### src/shared/ttc_map.svh
// Constants of the trigger and timing configuration block
`ifndef TTC_MAP_SVH
`define TTC_MAP_SVH
`define TTC_NUM_INPUTS 5
`define TTC_NUM_CHANNELS 4
`define TTC_MODE_PER_START 1'h0
`define TTC_MODE_FREE_RUNNING 1'h1
`define TTC_SRC_BIT_START 0
`define TTC_SRC_BIT_SELF 14
`define TTC_SRC_BIT_CONST 15
`define TTC_SRC_MASK_DEFAULT 16'h0001
`define TTC_SRC_MASK_EMPTY 16'h0000
`define TTC_SELF_M_MIN_FREE 32'h0000001f
`define TTC_SELF_M_MAX_FREE 32'h04a817c8
`define TTC_VETO_MAX 31'h7fffffff
`define TTC_DELAY_MAX 10'h3ff
`define TTC_DELAY_STEP_PS 200
`define TTC_LFSR_SEED 32'h0000_0001
`define TTC_LFSR_TAPS 32'h8020_0003
`endif

### src/shared/ttc_pkg.sv
// Types of the trigger and timing configuration block
package ttc_pkg;
    typedef enum logic [0:0] {
        TTC_GEN_IDLE = 1'b0,
        TTC_GEN_RUN = 1'b1
    } ttc_gen_state_e;
    typedef enum logic [0:0] {
        TTC_MODE_PER_START = 1'b0,
        TTC_MODE_FREE_RUNNING = 1'b1
    } ttc_mode_e;
    typedef logic [15:0] ttc_count_t;
    typedef logic [30:0] ttc_bin_t;
endpackage

### src/verilog/ttc_pulse_gen.sv
// One timing pulse generator with window, polarity, restart and connector drive
`timescale 1ns/1ps
`default_nettype none
module ttc_pulse_gen
    import ttc_pkg::*;
(
    input wire logic clk_sys,
    input wire logic rst_b,
    input wire logic trig,
    input wire logic gen_en,
    input wire logic negate,
    input wire logic restart,
    input wire logic drive_out,
    input wire ttc_count_t win_start,
    input wire ttc_count_t win_stop,
    output logic pulse_out,
    output logic conn_out,
    output logic conn_oe
);
    ttc_gen_state_e state_r;
    ttc_count_t timer_r;
    logic active_r;
    logic active_nxt;

    always_ff @(posedge clk_sys or negedge rst_b) begin
        if (!rst_b) begin
            state_r <= TTC_GEN_IDLE;
            timer_r <= 16'h0000;
        end else if (!gen_en) begin
            state_r <= TTC_GEN_IDLE;
            timer_r <= 16'h0000;
        end else begin
            unique case (state_r)
                TTC_GEN_IDLE: begin
                    if (trig) begin
                        state_r <= TTC_GEN_RUN;
                        timer_r <= 16'h0000;
                    end
                end
                TTC_GEN_RUN: begin
                    if (trig && restart) begin
                        timer_r <= win_start;
                    end else if (timer_r >= win_stop) begin
                        state_r <= TTC_GEN_IDLE;
                    end else begin
                        timer_r <= timer_r + 16'h0001;
                    end
                end
            endcase
        end
    end

    // Window is start <= timer < stop, counted from the trigger
    always_comb begin
        active_nxt = gen_en && (state_r == TTC_GEN_RUN) && (timer_r >= win_start) && (timer_r < win_stop);
    end

    always_ff @(posedge clk_sys or negedge rst_b) begin
        if (!rst_b) begin
            active_r <= 1'b0;
        end else begin
            active_r <= active_nxt;
        end
    end

    assign pulse_out = active_r ^ negate;
    assign conn_out = pulse_out;
    assign conn_oe = drive_out;
endmodule
`default_nettype wire

### src/verilog/ttc_top.sv
// Trigger, self-trigger, timing generators and hit qualification of a common-start TDC
// Functional notes
// - Mode code 0 groups hits per start event; code 1 runs continuously.
// - Self-trigger gap is base interval plus random 1..2^N, minus one cycle.
// - Self-trigger always runs; generator source masks and the free-running mode decide its use.
// - A nonzero suppress setting drops empty groups from the output stream.
// - Per input, rising and falling selects choose which edges make events.
// - Edge events feed both pulse generators and the measurement side.
// - Five generators: index 0 tied to start, 1..4 to stops A..D.
// - Each generator has an activation bit and an output invert bit.
// - Generator output is asserted from start count to stop count after trigger.
// - With restart set, a trigger while running reloads the timer with start.
// - Connector drive puts the generator output onto its input connector.
// - Source mask: bit 0 start, 1..4 A..D, 14 self-trigger, 15 constant one.
// - Each stop channel records hits only while its enable bit is set.
// - Only hits between veto window start and end are recorded.
// - Each input holds a delay setting from 0 to 1023 steps.
`timescale 1ns/1ps
`default_nettype none
`include "ttc_map.svh"
module ttc_top
    import ttc_pkg::*;
(
    input wire logic clk_sys,
    input wire logic rst_b,
    input wire logic mode_sel,
    input wire logic [31:0] suppress_hitless_groups,
    input wire logic [4:0] in_pin,
    input wire logic [4:0] edge_rise_en,
    input wire logic [4:0] edge_fall_en,
    input wire logic [31:0] self_period,
    input wire logic [4:0] self_jitter_exp,
    input wire logic [4:0] gen_en,
    input wire logic [4:0] gen_negate,
    input wire logic [4:0] gen_restart,
    input wire logic [4:0] gen_drive_out,
    input wire logic [79:0] gen_win_start,
    input wire logic [79:0] gen_win_stop,
    input wire logic [79:0] gen_src_mask,
    input wire logic [3:0] chan_en,
    input wire logic [123:0] veto_start,
    input wire logic [123:0] veto_end,
    input wire logic [49:0] delay_set,
    output logic [4:0] trig_evt,
    output logic self_fire,
    output logic [4:0] gen_pulse,
    output logic [4:0] conn_out,
    output logic [4:0] conn_oe,
    output logic [3:0] hit_valid,
    output logic [30:0] hit_stamp,
    output logic group_emit,
    output logic group_has_hits,
    output logic [49:0] delay_tap
);
    logic [4:0] pin_s1_r;
    logic [4:0] pin_s2_r;
    logic [4:0] pin_d_r;
    logic [4:0] trig_evt_r;
    logic [31:0] lfsr_r;
    logic [32:0] self_cnt_r;
    logic self_fire_r;
    logic [31:0] jit_mask;
    logic [32:0] gap_m1;
    logic [15:0] src_vec;
    logic [4:0] gen_trig;
    ttc_bin_t bin_r;
    logic ref_evt;
    logic started_r;
    logic grp_hit_r;
    logic [3:0] hit_valid_r;
    logic [3:0] hit_now;
    ttc_bin_t hit_stamp_r;
    logic group_emit_r;
    logic group_has_hits_r;
    logic [49:0] delay_tap_r;

    // Pins are asynchronous: two flops before any edge logic
    always_ff @(posedge clk_sys or negedge rst_b) begin
        if (!rst_b) begin
            pin_s1_r <= 5'h00;
            pin_s2_r <= 5'h00;
            pin_d_r <= 5'h00;
        end else begin
            pin_s1_r <= in_pin;
            pin_s2_r <= pin_s1_r;
            pin_d_r <= pin_s2_r;
        end
    end

    always_ff @(posedge clk_sys or negedge rst_b) begin
        if (!rst_b) begin
            trig_evt_r <= 5'h00;
        end else begin
            trig_evt_r <= (edge_rise_en & pin_s2_r & ~pin_d_r) | (edge_fall_en & ~pin_s2_r & pin_d_r);
        end
    end
    assign trig_evt = trig_evt_r;

    // Free-running self-trigger with LFSR jitter; software has no enable for it
    always_comb begin
        jit_mask = ~(32'hffffffff << self_jitter_exp);
        gap_m1 = {1'b0, self_period} + {1'b0, lfsr_r & jit_mask};
    end

    always_ff @(posedge clk_sys or negedge rst_b) begin
        if (!rst_b) begin
            lfsr_r <= `TTC_LFSR_SEED;
        end else begin
            lfsr_r <= (lfsr_r >> 1) ^ (lfsr_r[0] ? `TTC_LFSR_TAPS : 32'h0000_0000);
        end
    end

    always_ff @(posedge clk_sys or negedge rst_b) begin
        if (!rst_b) begin
            self_cnt_r <= 33'h0_0000_0000;
            self_fire_r <= 1'b0;
        end else if (self_cnt_r == 33'h0_0000_0000) begin
            self_cnt_r <= gap_m1 - 33'h0_0000_0001;
            self_fire_r <= 1'b1;
        end else begin
            self_cnt_r <= self_cnt_r - 33'h0_0000_0001;
            self_fire_r <= 1'b0;
        end
    end
    assign self_fire = self_fire_r;

    always_comb begin
        src_vec = 16'h0000;
        src_vec[4:0] = trig_evt_r;
        src_vec[`TTC_SRC_BIT_SELF] = self_fire_r;
        src_vec[`TTC_SRC_BIT_CONST] = 1'b1;
    end

    for (genvar g = 0; g < `TTC_NUM_INPUTS; g++) begin : gen_tpg
        assign gen_trig[g] = |(src_vec & gen_src_mask[16*g +: 16]);
        ttc_pulse_gen u_gen (
            .clk_sys(clk_sys),
            .rst_b(rst_b),
            .trig(gen_trig[g]),
            .gen_en(gen_en[g]),
            .negate(gen_negate[g]),
            .restart(gen_restart[g]),
            .drive_out(gen_drive_out[g]),
            .win_start(gen_win_start[16*g +: 16]),
            .win_stop(gen_win_stop[16*g +: 16]),
            .pulse_out(gen_pulse[g]),
            .conn_out(conn_out[g]),
            .conn_oe(conn_oe[g])
        );
    end

    // Group reference: start events when grouped, self-trigger when continuous
    assign ref_evt = (mode_sel == `TTC_MODE_FREE_RUNNING) ? self_fire_r : trig_evt_r[0];

    always_ff @(posedge clk_sys or negedge rst_b) begin
        if (!rst_b) begin
            bin_r <= 31'h0000_0000;
            started_r <= 1'b0;
        end else if (ref_evt) begin
            bin_r <= 31'h0000_0000;
            started_r <= 1'b1;
        end else if (bin_r != `TTC_VETO_MAX) begin
            bin_r <= bin_r + 31'h0000_0001;
        end
    end

    for (genvar c = 0; c < `TTC_NUM_CHANNELS; c++) begin : gen_hit
        assign hit_now[c] = started_r && !ref_evt && chan_en[c] && trig_evt_r[c+1]
            && bin_r >= veto_start[31*c +: 31] && bin_r <= veto_end[31*c +: 31];
    end

    always_ff @(posedge clk_sys or negedge rst_b) begin
        if (!rst_b) begin
            hit_valid_r <= 4'h0;
            hit_stamp_r <= 31'h0000_0000;
        end else begin
            hit_valid_r <= hit_now;
            if (|hit_now) begin
                hit_stamp_r <= bin_r;
            end
        end
    end
    assign hit_valid = hit_valid_r;
    assign hit_stamp = hit_stamp_r;

    // Group close: an empty group is dropped when suppression is set
    always_ff @(posedge clk_sys or negedge rst_b) begin
        if (!rst_b) begin
            grp_hit_r <= 1'b0;
            group_emit_r <= 1'b0;
            group_has_hits_r <= 1'b0;
        end else begin
            group_emit_r <= 1'b0;
            if (ref_evt) begin
                group_emit_r <= started_r && ((suppress_hitless_groups == 32'h0000_0000) || grp_hit_r);
                group_has_hits_r <= grp_hit_r;
                grp_hit_r <= 1'b0;
            end else if (|hit_now) begin
                grp_hit_r <= 1'b1;
            end
        end
    end
    assign group_emit = group_emit_r;
    assign group_has_hits = group_has_hits_r;

    for (genvar d = 0; d < `TTC_NUM_INPUTS; d++) begin : gen_dly
        always_ff @(posedge clk_sys or negedge rst_b) begin
            if (!rst_b) begin
                delay_tap_r[10*d +: 10] <= 10'h000;
            end else begin
                delay_tap_r[10*d +: 10] <= delay_set[10*d +: 10];
            end
        end
    end
    assign delay_tap = delay_tap_r;
endmodule
`default_nettype wire

### config.mk
export PLATFORM = sky130hd
export DESIGN_NAME = ttc_top
export DESIGN_NICKNAME = d
export VERILOG_FILES = /design/src/shared/ttc_pkg.sv /design/src/verilog/ttc_pulse_gen.sv /design/src/verilog/ttc_top.sv
export VERILOG_INCLUDE_DIRS = /design/src /design/src/shared
export SDC_FILE = /design/constraint.sdc
export NUM_CORES = 1
export LEC_CHECK = 0
export CAP_MARGIN = 20
export CORE_MARGIN = 3
export CORE_UTILIZATION = 24
export CTS_BUF_LIST = sky130_fd_sc_hd__clkbuf_4 sky130_fd_sc_hd__clkbuf_8
export DETAILED_ROUTE_END_ITERATION = 16
export DONT_BUFFER_PORTS = 1
export PLACE_DENSITY = 0.41
export SYNTH_ARGS = -nofsm -noshare
export SYNTH_HDL_FRONTEND = slang
export SYNTH_SLANG_ARGS = --single-unit
export TNS_END_PERCENT = 50
### constraint.sdc
create_clock -name clk_sys -period 5.41 [get_ports clk_sys]
set_clock_uncertainty 0.2 [all_clocks]
set_input_delay 0.2705 -clock clk_sys [delete_from_list [all_inputs] [get_ports clk_sys]]
set_output_delay 0.2705 -clock clk_sys [all_outputs]
set_load 0.1 [all_outputs]
Yosys cells after proc, flatten, opt, wreduce, memory -nomap -nowiden
Index checks and enable logic that the tools add are counted.
{ "totals": {"in_bits": 649, "wordCells": 217, "out_inout_bits": 108, "reg_bits": 296} }
{ "op_classes": {"eq_ne": 11, "n_mux": 59, "n_shift": 1, "add_sub_neg": 9, "n_bitwise": 25, "n_reduce_logical": 55, "n_lt_le_gt_ge": 23} }
{ "op_table": {"columns": ["operator", "count"], "rows": [
  ["$mux 16", 20],
  ["$ge 16x16->1", 10],
  ["$pmux 16 s2", 5],
  ["$ge 31x31->1", 4],
  ["$le 31x31->1", 4],
  ["$add 16x1->16 const B", 5],
  ["$and 16x16->16", 5],
  ["$lt 16x16->1", 5],
  ["$reduce_or 16->1", 5],
  ["$sub 33x1->33 const B", 2],
  ["$mux 31", 2],
  ["$logic_and 1x1->1", 38],
  ["$add 32x32->33", 1],
  ["$logic_not 33->1", 1],
  ["$mux 33", 1],
  ["$and 32x32->32", 1],
  ["$logic_not 32->1", 1],
  ["$mux 32", 1],
  ["$not 32->32", 1],
  ["$shl 32x5->32 const A", 1],
  ["$xor 31x32->32", 1],
  ["$add 31x1->31 const B", 1],
  ["$ne 31x31->1 const B", 1],
  ["$mux 1", 25],
  ["other kinds (13)", 42]
]} }

Longest topological paths before layout
{ "logic_depth": {"depth_word": 10, "mapped_depth": 15, "depth_no_buf": 14} }

Modules after synthesis
Synthesis repeated with hierarchy kept, for this count alone.
{ "unflattened": {"cells_unflattened": 2975, "hier_area_um2": 25657.1} }
{ "by_module_without_submodules": {"columns": ["module", "area_each_um2", "instances", "cells_each", "seq_area_each_um2"], "rows": [
  ["ttc_top", 16210.5, 1, 1820, 5156.2],
  ["ttc_pulse_gen", 1889.3, 5, 231, 450.4]
]} }

Worst setup path after synthesis
OpenSTA, ideal clock, no wires.
{ "synth_path": {"kind": "input to register", "from": "input port self_jitter_exp[2]", "to": "register self_cnt_r[20]", "setup_ns": 0.145, "path_buffers": 1, "setup_slack_ns": 1.881, "required_time_ns": 5.065, "arrival_time_ns": 3.184, "path_stages": 14, "path_cell_list": "clkbuf_1 > or3_1 > o21ai_0 > ha_1 > inv_1 > ha_1 > a211oi_1 > nor4_2 > o311ai_2 > a21oi_4 > a221o_1 > a21oi_1 > xor2_1 > a21oi_1"} }
{ "synth_via": {"elab_chain_cells": 6} }
{ "synth_rtl": {"columns": ["element", "line", "source"], "rows": [
  ["from (decl)", "ttc_top.sv:32", "input wire logic [4:0] self_jitter_exp,"],
  ["$shl 32x5->32", "ttc_top.sv:101", "jit_mask = ~(32'hffffffff << self_jitter_exp);"],
  ["$not 32->32", "ttc_top.sv:101", null],
  ["$and 32x32->32", "ttc_top.sv:102", "gap_m1 = {1'b0, self_period} + {1'b0, lfsr_r & jit_mask};"],
  ["$add 32x32->33", "ttc_top.sv:102", null],
  ["$sub 33x1->33", "ttc_top.sv:118", "self_cnt_r <= gap_m1 - 33'h0_0000_0001;"],
  ["$mux 33", "ttc_top.sv:117", "end else if (self_cnt_r == 33'h0_0000_0000) begin"],
  ["to (signal assigned)", "ttc_top.sv:118", null],
  ["to (signal assigned)", "ttc_top.sv:121", "self_cnt_r <= self_cnt_r - 33'h0_0000_0001;"],
  ["to (decl)", "ttc_top.sv:60", "logic [32:0] self_cnt_r;"]
]} }
No other way between the ends.
A chain may end at the register's enable or synchronous reset.

Worst setup path after layout
{ "layout_path": {"from": "register trig_evt_r[3] (netlist: trig_evt[3])", "to": "register gen_tpg[0].u_gen.timer_r[0]"} }
{ "layout_via": {"elab_chain_cells": 6, "elab_cells_between_ends": 9, "cone_classes": "2 x eq/ne; 3 x mux; 1 x bitwise; 3 x reduce/logical"} }
{ "layout_rtl": {"columns": ["element", "line", "source"], "rows": [
  ["from (decl)", "ttc_top.sv:58", "logic [4:0] trig_evt_r;"],
  ["from (signal assigned)", "ttc_top.sv:94", "trig_evt_r <= (edge_rise_en & pin_s2_r & ~pin_d_r) | (edge_fall_en & ~pin_s2_r & pin_d_r);"],
  ["$and 16x16->16 (*)", "ttc_top.sv:135", "assign gen_trig[g] = |(src_vec & gen_src_mask[16*g +: 16]);"],
  ["$reduce_or 16->1 (*)", "ttc_top.sv:135", null],
  ["$logic_and 1x1->1", "ttc_pulse_gen.sv:41", "if (trig && restart) begin"],
  ["$mux 16", "ttc_pulse_gen.sv:41", null],
  ["$pmux 16 s2", "ttc_pulse_gen.sv:33", "unique case (state_r)"],
  ["$mux 16", "ttc_pulse_gen.sv:29", "end else if (!gen_en) begin"],
  ["to (signal assigned)", "ttc_pulse_gen.sv:42", "timer_r <= win_start;"],
  ["to (signal assigned)", "ttc_pulse_gen.sv:46", "timer_r <= timer_r + 16'h0001;"],
  ["to (decl)", "ttc_pulse_gen.sv:21", "ttc_count_t timer_r;"]
]} }
Every way passes the cells marked *; elsewhere a longest branch is shown, timed or not.

==> impl_results.md <==
- Syn nets: 4,157
- Switching power: 3355 uW
- Slew Limit Fails: 0
- Fillers: 11.34k
- Normalized max-slew margin: 24.36%
- Via density: 4.785
- CTS tree: yes
- Final nets: 4,489
- Synth cell types: 95
- Core Box Area: 0.1063 mm2
- First-pass GRT wire length: 153.3 mm
- EDFF count, synth: 0
- DRC viols: 0
- # IOs: 757
- Commonest non-fill, non-tap cells in the layout: inv_1, ha_1, dlygate4sd3_1, dfrtp_1, a21oi_1
- Mean Syn Cell Area: 8.563 um2
- Arrival @ worst endpoint: 5.56 ns
- Fin crit share: 95.68%
- Slew @ Worst Pin: 1.135 ns
- Flop pwr share: 43.6%
- Final critical-path required period: 5.176 ns
- Final setup vio count: 0
- Internal power: 4921 uW
- Clk buf depth: 3
- Pre-antenna DRT Iters: 5
- Clock-pin slew on the worst setup and hold paths: 0.06 ns
- Total CTS buffers: 66
- Clock Latency Late Sink: 0.69 ns
- Cell Rows: 119
- Clk sinks: 296
- Die height: 334.8 um
- Area Overhead vs Synth: 24.21%
- Reg2reg end: gen_tpg[0].u_gen.timer_r[0]
- FFs w/ async S/R, synth: 100.0%
- Synth top area cells: dfrtp_1, ha_1, inv_1
- Multi-input gate area: 0.01630 mm2
- Failing checks: hold timing
- Drt wl/cell: 21.59 um
- Most common cell after layout, fill and taps aside: inv_1
- P_leak: 0.01677 uW
- WS Path Type: reg2reg
- Switching Fraction: 40.54%
- FMAX: 193.2 MHz
- Final Wtd Congestion: 0.8588
- Post-synth top area cell: dfrtp_1
- Crit start category: flop
- Post-CTS setup buffers: 0
- Critical Path RT: 5.79 ns
- Comb pwr share: 20.6%
- Max-cap violation count: 0
- R2r setup slk: 0.23 ns
- Share of layout cells above drive strength 1: 6.712%
- Clock root cell: clkbuf_8
- Worst setup path startpoint: trig_evt[3]
- Hpwl dp: 81.40 mm
- Pwr dens: 256.8 mW/mm2
- Total grt overflow: 0
- Initial antenna violation count: 24
- Reg2Reg Launch Point: trig_evt[3]
- Total number of vias: 23.08k
- Starting Density: 24.41%
- Gate Count Post-Synth: 3,030
- Post-Syn Area: 0.02595 mm2
- H-tree Lvls: 3
- Crit-path max FO: 10
- Crit end category: flop
- Cell depth of the worst flop-to-flop path: 10
- RSZ-0062 raised after global routing: no
- Clock share of power: 35.8%
- Endpoints failing hold: 296
- Reg area: 0.007408 mm2
- Starting DRC count in detailed routing: 1,026
- Power Total: 8275 uW
- Final wirelength: 104.1 mm
- Synth top area share: 28.45%
- Largest net degree at the start of global routing: 297
- Setup tns final: 0 ns
- Outcome: complete, but fails checks
- Chip Width: 334.8 um
- Setup crit end: gen_tpg[0].u_gen.timer_r[0]
- Ys flop type: dfrtp_1
- Ys Warns: 0
- Hold WC Path Type: in2async
- Hold WS: -0.9136 ns
- PortBufs: 0
- Worst vdd ir: 0.0001877 V
- Die area: 0.1121 mm2
- Vias in the first global route: 24.02k
- Seq/Total Area, Yosys: 28.55%
- ANT nets after route: 0
- Synthesized flop and latch total: 296
- GRT Total Usage: 18.09%
-- layer usage --
layer | vias up | wire length, um | GRT usage (%)
met4 | 4 | 4095 | 8.046
met2 | 669 | 50660 | 31.64
met1 | 10840 | 43380 | 21.10
met5 | - | 25 | 0
met3 | 162 | 5967 | 4.051
li1 | 11400 | - | -
-- cell type report --
cell class                      count  area share, %
Multi-Input combinational cell   2141          50.57
Clock inverter                     24         0.8852
Timing Repair Buffer              329          10.09
Tap cell                         1391          5.400
Inverter                          528          6.150
Sequential cell                   296          22.99
Antenna cell                       20         0.1553
Clock buffer                       94          3.762
-- worst min-delay path by stage --
| stage | startpoint | to |
|---|---|---|
| after detailed placement | rst_b | hit_stamp[17] |
| final | rst_b | hit_stamp[17] |
| after global placement | rst_b | hit_stamp[17] |
| after CTS | rst_b | hit_stamp[17] |
| after floorplan | rst_b | bin_r[0] |
| after global routing | rst_b | trig_evt[3] |
-- power by group through the flow --
stage	Sequential, uW	Combinational (uW)	Clock [uW]
final	3610	1700	2960
after global placement	3660	1490	0
after CTS	3620	1700	3100
after global routing	3640	1930	3190
after detailed placement	3650	1490	0
after floorplan	3540	1150	0
-- timing repair --
action	4_1_cts	5_1_grt
endpoints found under the setup margin	0	1
gates resized for setup	0	1
hold endpoints to repair	487	298
hold buffers	296	1
-- worst max-delay path, stage by stage (launching register included) --
cell	delay, ns
dfrtp_1	0.82
a222oi_1	0.86
nand3_2	0.43
nand2_1	0.41
nor2_1	0.07
dlygate4sd3_1	0.55
a2111oi_0	0.40
dlygate4sd3_1	0.61
a21oi_1	0.04
dlygate4sd3_1	0.56
nor2b_1	0.11
-- cells by family (layout without fill, tap and decap cells) --
kind of cell / after synthesis / after routing / synth area share (%)
AOI/OAI and AO/OA: 750 / 750 / 18.29
and+or+nand+nor: 785 / 785 / 15.90
other: 0 / 20 / 0
muxes: 42 / 42 / 2.218
DFF: 296 / 296 / 28.55
xor gates and xnor gates: 86 / 86 / 2.903
buffers and inverters: 593 / 975 / 9.056
adders and majority gates: 478 / 478 / 23.08
-- sequential cells by signal (all words and copies together), names as in the netlist, 5 cells and up --
| register | flops |
|---|---|
| gen_tpg.u_gen.active_r | 5 |
| self_cnt_r | 33 |
| pin_s1_r | 5 |
| gen_tpg.u_gen.timer_r | 80 |
| pin_d_r | 5 |
| bin_r | 31 |
| trig_evt | 5 |
| gen_tpg.u_gen.state_r | 5 |
| pin_s2_r | 5 |
| lfsr_r | 32 |
| hit_stamp | 31 |
| delay_tap | 50 |
-- through the flow --
stage | area, um2 | std cells | utilization [%] | hold WS, ns | worst slack, ns
3_5_place_dp | 27660 | 4386 | 26.02 | -0.2079 | 1.298
2_1_floorplan | 25950 | 3030 | - | -0.2251 | 1.881
5_1_grt | 32220 | 4820 | 30.31 | -1.003 | 0.1006
3_3_place_gp | 27660 | 4386 | 26.02 | -0.2078 | 1.322
6_report | 32230 | 4823 | 30.32 | -0.9136 | 0.2336
4_1_cts | 32120 | 4800 | 30.21 | -1.013 | 0.07776
-- cell usage after synthesis (36+ instances only) --
cell type,count
nor3_1,58
o21ai_0,191
inv_1,528
xnor2_1,42
xor2_1,44
and3_1,57
nor2_1,164
nand4_1,92
a21oi_1,225
dfrtp_1,295
clkbuf_1,36
nor4_1,38
ha_1,477
nand3_1,85
nand2_1,148
a21o_1,88
(Power assumes the default switching activity.)
